File: src/servo_profile_cfg.svh
// object indices, bit positions, reset values and mode codes of the profile mode block
`ifndef SERVO_PROFILE_CFG_SVH
`define SERVO_PROFILE_CFG_SVH
`define IDX_CTRL_WORD 16'h6040
`define IDX_STATUS_WORD 16'h6041
`define IDX_MODE_SELECT 16'h6060
`define IDX_MODE_SHOW 16'h6061
`define IDX_TORQUE_TARGET 16'h6071
`define IDX_VELOCITY_CEILING 16'h607f
`define IDX_ACCEL_RAMP 16'h6083
`define IDX_DECEL_RAMP 16'h6084
`define IDX_REL_MOVE_REF 16'h60f2
`define IDX_VELOCITY_TARGET 16'h60ff
`define MODE_PROFILE_POS 8'h01
`define MODE_PROFILE_VEL 8'h03
`define MODE_PROFILE_TRQ 8'h04
`define REL_REF_PREV_TARGET 16'h0000
`define REL_REF_ACTUAL_POS 16'h0002
`define CW_QUICK_STOP 2
`define CW_RELATIVE 6
`define CW_FAULT_RESET 7
`define CW_HALT 8
`define SW_HALT_ACTIVE 8
`define SW_TARGET_REACHED 10
`define SW_MODE_SPECIFIC 12
`define SW_ERROR 13
`define SW_MODE_DONE 14
`define SW_ZERO_VALID 15
`define RST_CTRL_WORD 16'h0000
`define RST_MODE_SELECT 8'h00
`define RST_TORQUE_TARGET 16'h0000
`define RST_VELOCITY_CEILING 32'hffffffff
`define RST_ACCEL_RAMP 32'hfe502aab
`define RST_DECEL_RAMP 32'hfe502aab
`define RST_REL_MOVE_REF 16'h0000
`define RST_VELOCITY_TARGET 32'h00000000
`define RAMP_MIN 32'h00000001
`endif

File: src/servo_profile_pkg.sv
// types shared by the profile mode block
package servo_profile_pkg;
	typedef struct packed {
		logic [15:0] ctrl;
		logic [7:0] mode;
		logic [15:0] torque;
		logic [31:0] ceiling;
		logic [31:0] accel;
		logic [31:0] decel;
		logic [15:0] rel_ref;
		logic [31:0] vel;
		logic err;
		logic done;
		logic moving;
		logic fault_pulse;
		logic [31:0] rdata;
		logic rvalid;
		logic rerr;
		logic wack;
		logic werr;
	} ctl_state_t;
endpackage

File: src/servo_profile_mode_control.sv
// mode selection, command objects and status word of the profile modes
// Contract
// - profile position ends only at standstill after target, halt, quick stop or error
// - velocity and torque modes end only at standstill after halt, quick stop or error
// - 16-bit relative reference option, 0 previous target, 2 actual position, default 0
// - writable 32-bit velocity ceiling, least value 1, bounds profile velocity
// - writing the mode selector starts that mode at once
// - velocity mode starts moving when the signed 32-bit target velocity is written
// - torque mode starts producing torque when the signed 16-bit target torque is written
// - one torque unit is one thousandth of nominal torque
// - separate 32-bit acceleration and deceleration ramps, least value 1
// - control bit 2 commands a quick stop in velocity and torque modes
// - control bit 7 commands a fault reset
// - control bit 8 halts; status bit 8 shows an active halt request
// - control bits 4 to 6 and 9 are ignored in velocity and torque modes
// - velocity mode status bit 10 is 1 when actual velocity equals target
// - torque mode status bit 10 is 1 when target torque is reached
// - velocity mode status bit 12 is 1 at zero velocity; no meaning in torque
// - status bit 13 is 1 while an error is detected; the code latches it on error_seen and holds it until a fault reset
// - status bit 14 is 0 after mode start and 1 once terminated
// - status bit 15 is 1 while a valid zero point exists
// - mode codes 1 position, 3 velocity, 4 torque, echoed by the mode display
// - in position mode control bit 6 selects absolute (0) or relative (1)
`include "servo_profile_cfg.svh"
module servo_profile_mode_control (
	input wire logic clk,
	input wire logic rst,
	input wire logic obj_wr,
	input wire logic obj_rd,
	input wire logic [15:0] obj_index,
	input wire logic [31:0] obj_wdata,
	output logic [31:0] obj_rdata,
	output logic obj_rvalid,
	output logic obj_rerr,
	output logic obj_wack,
	output logic obj_werr,
	input wire logic standstill,
	input wire logic pos_reached,
	input wire logic error_seen,
	input wire logic zero_valid,
	input wire logic [31:0] actual_velocity,
	input wire logic [15:0] actual_torque,
	output logic [7:0] active_mode,
	output logic motion_enable,
	output logic [31:0] velocity_cmd,
	output logic [15:0] torque_cmd_permille,
	output logic [31:0] accel_cmd,
	output logic [31:0] decel_cmd,
	output logic quick_stop,
	output logic halt,
	output logic fault_reset,
	output logic relative_move,
	output logic rel_from_actual,
	output logic mode_done,
	output logic [15:0] status_word
);
	servo_profile_pkg::ctl_state_t st_r;
	servo_profile_pkg::ctl_state_t st_nxt;
	logic is_pp;
	logic is_pv;
	logic is_pt;
	logic stop_req;
	logic end_cond;
	logic [31:0] vel_mag;
	logic [31:0] mag_clip;
	logic [31:0] vel_clip;
	logic target_hit;
	logic [15:0] sw;

	// mode decode from the selector code
	assign is_pp = st_r.mode == `MODE_PROFILE_POS;
	assign is_pv = st_r.mode == `MODE_PROFILE_VEL;
	assign is_pt = st_r.mode == `MODE_PROFILE_TRQ;

	// clip target velocity magnitude to the ceiling, keep the sign
	assign vel_mag = st_r.vel[31] ? 32'(-st_r.vel) : st_r.vel;
	assign mag_clip = (vel_mag > st_r.ceiling) ? st_r.ceiling : vel_mag;
	assign vel_clip = st_r.vel[31] ? 32'(-mag_clip) : mag_clip;

	// stop sources that may end a mode once the motor stands still
	assign stop_req = st_r.ctrl[`CW_HALT] | st_r.ctrl[`CW_QUICK_STOP] | st_r.err;
	always_comb
	begin
		end_cond = 1'b0;
		if (is_pp)
			end_cond = standstill & (pos_reached | stop_req);
		else if (is_pv || is_pt)
			end_cond = standstill & stop_req;
	end

	// target reached per mode
	always_comb
	begin
		target_hit = 1'b0;
		if (is_pp)
			target_hit = pos_reached;
		else if (is_pv)
			target_hit = actual_velocity == vel_clip;
		else if (is_pt)
			target_hit = actual_torque == st_r.torque;
	end

	// status word assembly, other bits read as zero
	always_comb
	begin
		sw = 16'h0000;
		sw[`SW_HALT_ACTIVE] = st_r.ctrl[`CW_HALT];
		sw[`SW_TARGET_REACHED] = target_hit;
		sw[`SW_MODE_SPECIFIC] = is_pv & (actual_velocity == 32'h00000000);
		sw[`SW_ERROR] = st_r.err;
		sw[`SW_MODE_DONE] = st_r.done;
		sw[`SW_ZERO_VALID] = zero_valid;
	end

	// object writes, reads, error latch and mode tracking
	always_comb
	begin
		st_nxt = st_r;
		st_nxt.fault_pulse = 1'b0;
		st_nxt.rvalid = 1'b0;
		st_nxt.rerr = 1'b0;
		st_nxt.wack = 1'b0;
		st_nxt.werr = 1'b0;
		// fault reset on a rising control bit 7 clears the error latch
		if (st_r.fault_pulse)
			st_nxt.err = 1'b0;
		// termination clears motion; the done flag is set here
		if (end_cond)
		begin
			st_nxt.done = 1'b1;
			st_nxt.moving = 1'b0;
		end
		if (obj_wr)
		begin
			st_nxt.wack = 1'b1;
			case (obj_index)
				`IDX_CTRL_WORD:
				begin
					st_nxt.ctrl = obj_wdata[15:0];
					st_nxt.fault_pulse = obj_wdata[`CW_FAULT_RESET]
						& ~st_r.ctrl[`CW_FAULT_RESET];
				end
				`IDX_MODE_SELECT:
				begin
					st_nxt.mode = obj_wdata[7:0];
					st_nxt.done = end_cond;
					st_nxt.moving = 1'b0;
				end
				`IDX_TORQUE_TARGET:
				begin
					st_nxt.torque = obj_wdata[15:0];
					if (is_pt && !end_cond)
						st_nxt.moving = 1'b1;
				end
				`IDX_VELOCITY_TARGET:
				begin
					st_nxt.vel = obj_wdata;
					if (is_pv && !end_cond)
						st_nxt.moving = 1'b1;
				end
				`IDX_VELOCITY_CEILING:
					if (obj_wdata >= `RAMP_MIN)
						st_nxt.ceiling = obj_wdata;
					else
						st_nxt.werr = 1'b1;
				`IDX_ACCEL_RAMP:
					if (obj_wdata >= `RAMP_MIN)
						st_nxt.accel = obj_wdata;
					else
						st_nxt.werr = 1'b1;
				`IDX_DECEL_RAMP:
					if (obj_wdata >= `RAMP_MIN)
						st_nxt.decel = obj_wdata;
					else
						st_nxt.werr = 1'b1;
				`IDX_REL_MOVE_REF:
					st_nxt.rel_ref = obj_wdata[15:0];
				default:
					st_nxt.werr = 1'b1;
			endcase
		end
		// error event wins over a fault reset in the same cycle
		if (error_seen)
			st_nxt.err = 1'b1;
		if (obj_rd)
		begin
			st_nxt.rvalid = 1'b1;
			case (obj_index)
				`IDX_CTRL_WORD: st_nxt.rdata = {16'h0000, st_r.ctrl};
				`IDX_STATUS_WORD: st_nxt.rdata = {16'h0000, sw};
				`IDX_MODE_SELECT: st_nxt.rdata = {24'h000000, st_r.mode};
				`IDX_MODE_SHOW: st_nxt.rdata = {24'h000000, st_r.mode};
				`IDX_TORQUE_TARGET: st_nxt.rdata = {16'h0000, st_r.torque};
				`IDX_VELOCITY_CEILING: st_nxt.rdata = st_r.ceiling;
				`IDX_ACCEL_RAMP: st_nxt.rdata = st_r.accel;
				`IDX_DECEL_RAMP: st_nxt.rdata = st_r.decel;
				`IDX_REL_MOVE_REF: st_nxt.rdata = {16'h0000, st_r.rel_ref};
				`IDX_VELOCITY_TARGET: st_nxt.rdata = st_r.vel;
				default:
				begin
					st_nxt.rdata = 32'h00000000;
					st_nxt.rerr = 1'b1;
				end
			endcase
		end
	end

	// state register
	always_ff @(posedge clk)
	begin
		if (rst)
		begin
			st_r <= '0;
			st_r.ctrl <= `RST_CTRL_WORD;
			st_r.mode <= `RST_MODE_SELECT;
			st_r.torque <= `RST_TORQUE_TARGET;
			st_r.ceiling <= `RST_VELOCITY_CEILING;
			st_r.accel <= `RST_ACCEL_RAMP;
			st_r.decel <= `RST_DECEL_RAMP;
			st_r.rel_ref <= `RST_REL_MOVE_REF;
			st_r.vel <= `RST_VELOCITY_TARGET;
		end
		else
			st_r <= st_nxt;
	end

	// drive outputs
	assign obj_rdata = st_r.rdata;
	assign obj_rvalid = st_r.rvalid;
	assign obj_rerr = st_r.rerr;
	assign obj_wack = st_r.wack;
	assign obj_werr = st_r.werr;
	assign active_mode = st_r.mode;
	assign motion_enable = st_r.moving;
	assign velocity_cmd = is_pv ? vel_clip : 32'h00000000;
	assign torque_cmd_permille = is_pt ? st_r.torque : 16'h0000;
	assign accel_cmd = st_r.accel;
	assign decel_cmd = st_r.decel;
	assign quick_stop = st_r.ctrl[`CW_QUICK_STOP];
	assign halt = st_r.ctrl[`CW_HALT];
	assign fault_reset = st_r.fault_pulse;
	assign relative_move = is_pp & st_r.ctrl[`CW_RELATIVE];
	assign rel_from_actual = st_r.rel_ref == `REL_REF_ACTUAL_POS;
	assign mode_done = st_r.done;
	assign status_word = sw;
endmodule // servo_profile_mode_control

File: config.mk
export PLATFORM = sky130hd
export DESIGN_NAME = servo_profile_mode_control
export DESIGN_NICKNAME = d
export VERILOG_FILES = /design/src/servo_profile_pkg.sv /design/src/servo_profile_mode_control.sv
export VERILOG_INCLUDE_DIRS = /design/src /design/src/src
export SDC_FILE = /design/constraint.sdc
export NUM_CORES = 1
export LEC_CHECK = 0
export BUFFER_PORTS_ARGS = -buffer_cell sky130_fd_sc_hd__buf_2
export CAP_MARGIN = 10
export CORE_MARGIN = 8
export CORE_UTILIZATION = 52
export DETAILED_ROUTE_END_ITERATION = 12
export GPL_TIMING_DRIVEN = 0
export PLACE_DENSITY = 0.78
export SLEW_MARGIN = 10
export SYNTH_ARGS = -nofsm -noshare
export SYNTH_HDL_FRONTEND = slang
export SYNTH_SLANG_ARGS = --single-unit
File: constraint.sdc
create_clock -name clk -period 8.3 [get_ports clk]
set_clock_uncertainty 0.15 [all_clocks]
set_input_delay 0.415 -clock clk [delete_from_list [all_inputs] [get_ports clk]]
set_output_delay 0.415 -clock clk [all_outputs]
set_load 0.005 [all_outputs]
==> impl_metrics.ini <==
[placed_design]
detailed_place_hpwl_um = 55100
port_buffers = 254
gp_congestion = 1.04
dp.cells = 2782
placed_cell_area_um2 = 17500

[worst_setup_path]
critical-path-top-delay-family = simple AND/OR/NAND/NOR gates
path_max_fanout = 10
startpoint_type = flip-flop
rrSetupSlack_ns = 0.59
cpPeakStageDelay_ns = 0.66
endpoint_kind = primary output
required_ns = 7.74
cp_slowest_cell = nor4_2
cp_num_buf_inv = 5
crit_arrival_ns = 7.73
worst-setup-path-type = reg2out

[final_layout]
fin_util_pct = 67.5
nFillCells = 2573
final_area_um2 = 20100
final_net_count = 2662
layout-drive-gt1-share_pct = 26.6
layout.cells.non_filler = 2932
syn_to_final_growth_pct = 27.5

[logic_synthesis]
synth_ff_type = dfxtp_1
yosysTopAreaCell = dfxtp_1
ys_seq_elements = 224
yosys-top-cells-area = dfxtp_1 29%, nand2_1 9.1%, a21oi_1 6.3%
yosysWarnings = 0
syn_avg_cell_area_um2 = 7.39
synth_cell_type_count = 93
yosysTopAreaCellShare_pct = 28.5
synthArstFlopShare_pct = 0
synthCells = 2129
synth_edf_count = 0
synth_area_um2 = 15700
ys_seq_area_share_pct = 28.5

[power_and_ir_drop]
power_w = 0.00236
vdd_ir_drop_max_mv = 0.131
leakage_nw = 8.59
cellPowerDensity_nw_per_um2 = 118

[worst_hold_path]
worstHoldPathType = in2reg

[timing]
period_share_pct = 99.9
fmax_mhz = 121
setup_violations = 0
slew_headroom_pct = 17.0
tightestPinTransition_ns = 1.24
period_needed_ns = 8.29
hold_viol = 0
drv_slew = 0

[detailed_routing]
drc_errors = 0
dr.pass1.iters = 7
vias = 18900
via_per_inst = 6.43
wl_um = 73900
wl_per_cell_um = 25.2
drt_iter0_markers = 2527
ant_nets = 0

[clock_tree]
cts_sinks = 224
cts_tree = built
clk_pin_slew_ns = 0.06
h-tree-depth = 1
cts_buffers = 24
cts-root-buf = clkbuf_16
clock_latency_ns = 0.56
cts_buffer_depth = 3

[run_status]
status = finished, final reports clean

[grt]
antenna_found_initial = 2
first_global_vias = 18100
grtUsageTotal_pct = 38.6
grt_overflow = 0
grt_pass1_wl_um = 109000
grt_max_degree = 14

[die]
die-area_um2 = 36100
die_x_um = 190
rows = 63
io_pins = 283
start_util_pct = 52.9
fp.coreArea_um2 = 29700
fp.dieH_um = 190

[job]
drv_cap = 0
metrics by stage:
stage | worst slack (ns) | hold WS [ns] | TNS [ns]
finish | 0.00702 | 0.0154 | 0
global route | -0.127 | 0.0158 | -0.127
CTS | 0.00248 | 0.0152 | 0
detailed placement | -3.63 | 0.301 | -48.61
global placement | -3.60 | 0.291 | -49.61
floorplan | 0.00205 | 0.273 | 0
cell usage after synthesis (25+ instances only):
cell type  number
nand3_1        39
nor4_1         50
xor2_1         43
buf_4         127
nand2_1       381
a211oi_1       36
o21ai_0        71
inv_1          52
dfxtp_1       224
nand3b_1       38
a21oi_1       199
nor3_1         38
mux2i_1        25
a222oi_1       34
nor2_1        174
ha_1           34
nand4_1        35
xnor2_1        60
a211o_1        35
and2_1         25
clkbuf_1      133
registers in the layout, summed over array words and instances (netlist names), 8 cells and up:
register / flops
st_r: 110
accel_cmd: 32
active_mode: 8
decel_cmd: 32
obj_rdata: 32
where the power goes:
part | internal (W) | total, W | switching, W
combinational | 0.0000714 | 0.000197 | 0.000126
sequential | 0.00108 | 0.00109 | 0.00000546
clock | 0.000607 | 0.00108 | 0.000469
layout by cell type (no fill, tap or decap), types with 40 or more instances in the layout:
cell and instances:
buf_2 261, o21ai_0 63, xnor2_1 49, nand2_1 377, buf_4 227, clkbuf_1 135
xor2_1 40, nor4_1 42, dfxtp_1 222, nor2_1 171, a21oi_1 197, inv_1 49
metal layers:
metal  GRT usage (%)  up-vias  part of all wire [%]
li1                -     8238                     -
met1            45.7     8835                    36
met2            60.1     1466                    43
met3            11.3      325                    13
met4            25.9        0                   7.6
met5               0        -                     0
final timing paths:
kind,to,depth (start not counted),start
worst max-delay path,status_word[10],30,st_r[56]
worst min-delay path,decel_cmd[19],3,obj_wdata[19]
worst max register to register,obj_rdata[10],27,st_r[56]
worst min register to register,st_r[219],2,st_r[219]
layout make-up:
type	count	area (um2)	share of cell area (%)
diodes	1	2.50	0.0125
plain buffers	282	1800	8.98
clock buffers	36	686	3.42
clock inverters	7	91.3	0.456
inverters	52	206	1.03
multi-input cells	1576	10200	50.7
flip-flops and latches	224	4490	22.4
well taps	390	488	2.43
repair buffers	364	2120	10.6
worst min-delay path, cell delays in order:
cell	delay, ns
buf_2	0.15
nand2_1	0.07
a21oi_1	0.05
cells by family (layout without fill, tap and decap cells):
logic type / Yosys count / after routing / share of synthesized area, %
simple gates: 882 / 882 / 27.1
compound gates: 513 / 513 / 22.0
buf+inv: 338 / 741 / 11.4
flops: 224 / 224 / 28.5
xor+xnor: 107 / 107 / 6.31
fa+ha+maj: 34 / 34 / 2.71
mux: 30 / 30 / 1.95
other cells: 1 / 11 / 0.0238
repair_timing:
action	CTS	global route
setup buffers	72	43
endpoints found under the hold margin	3	0
gates cloned	0	1
pin swaps	38	51
hold buffers	2	0
endpoints found under the setup margin	34	1
gates resized for setup	138	59
No activity file was read; power rests on OpenSTA's default activity.
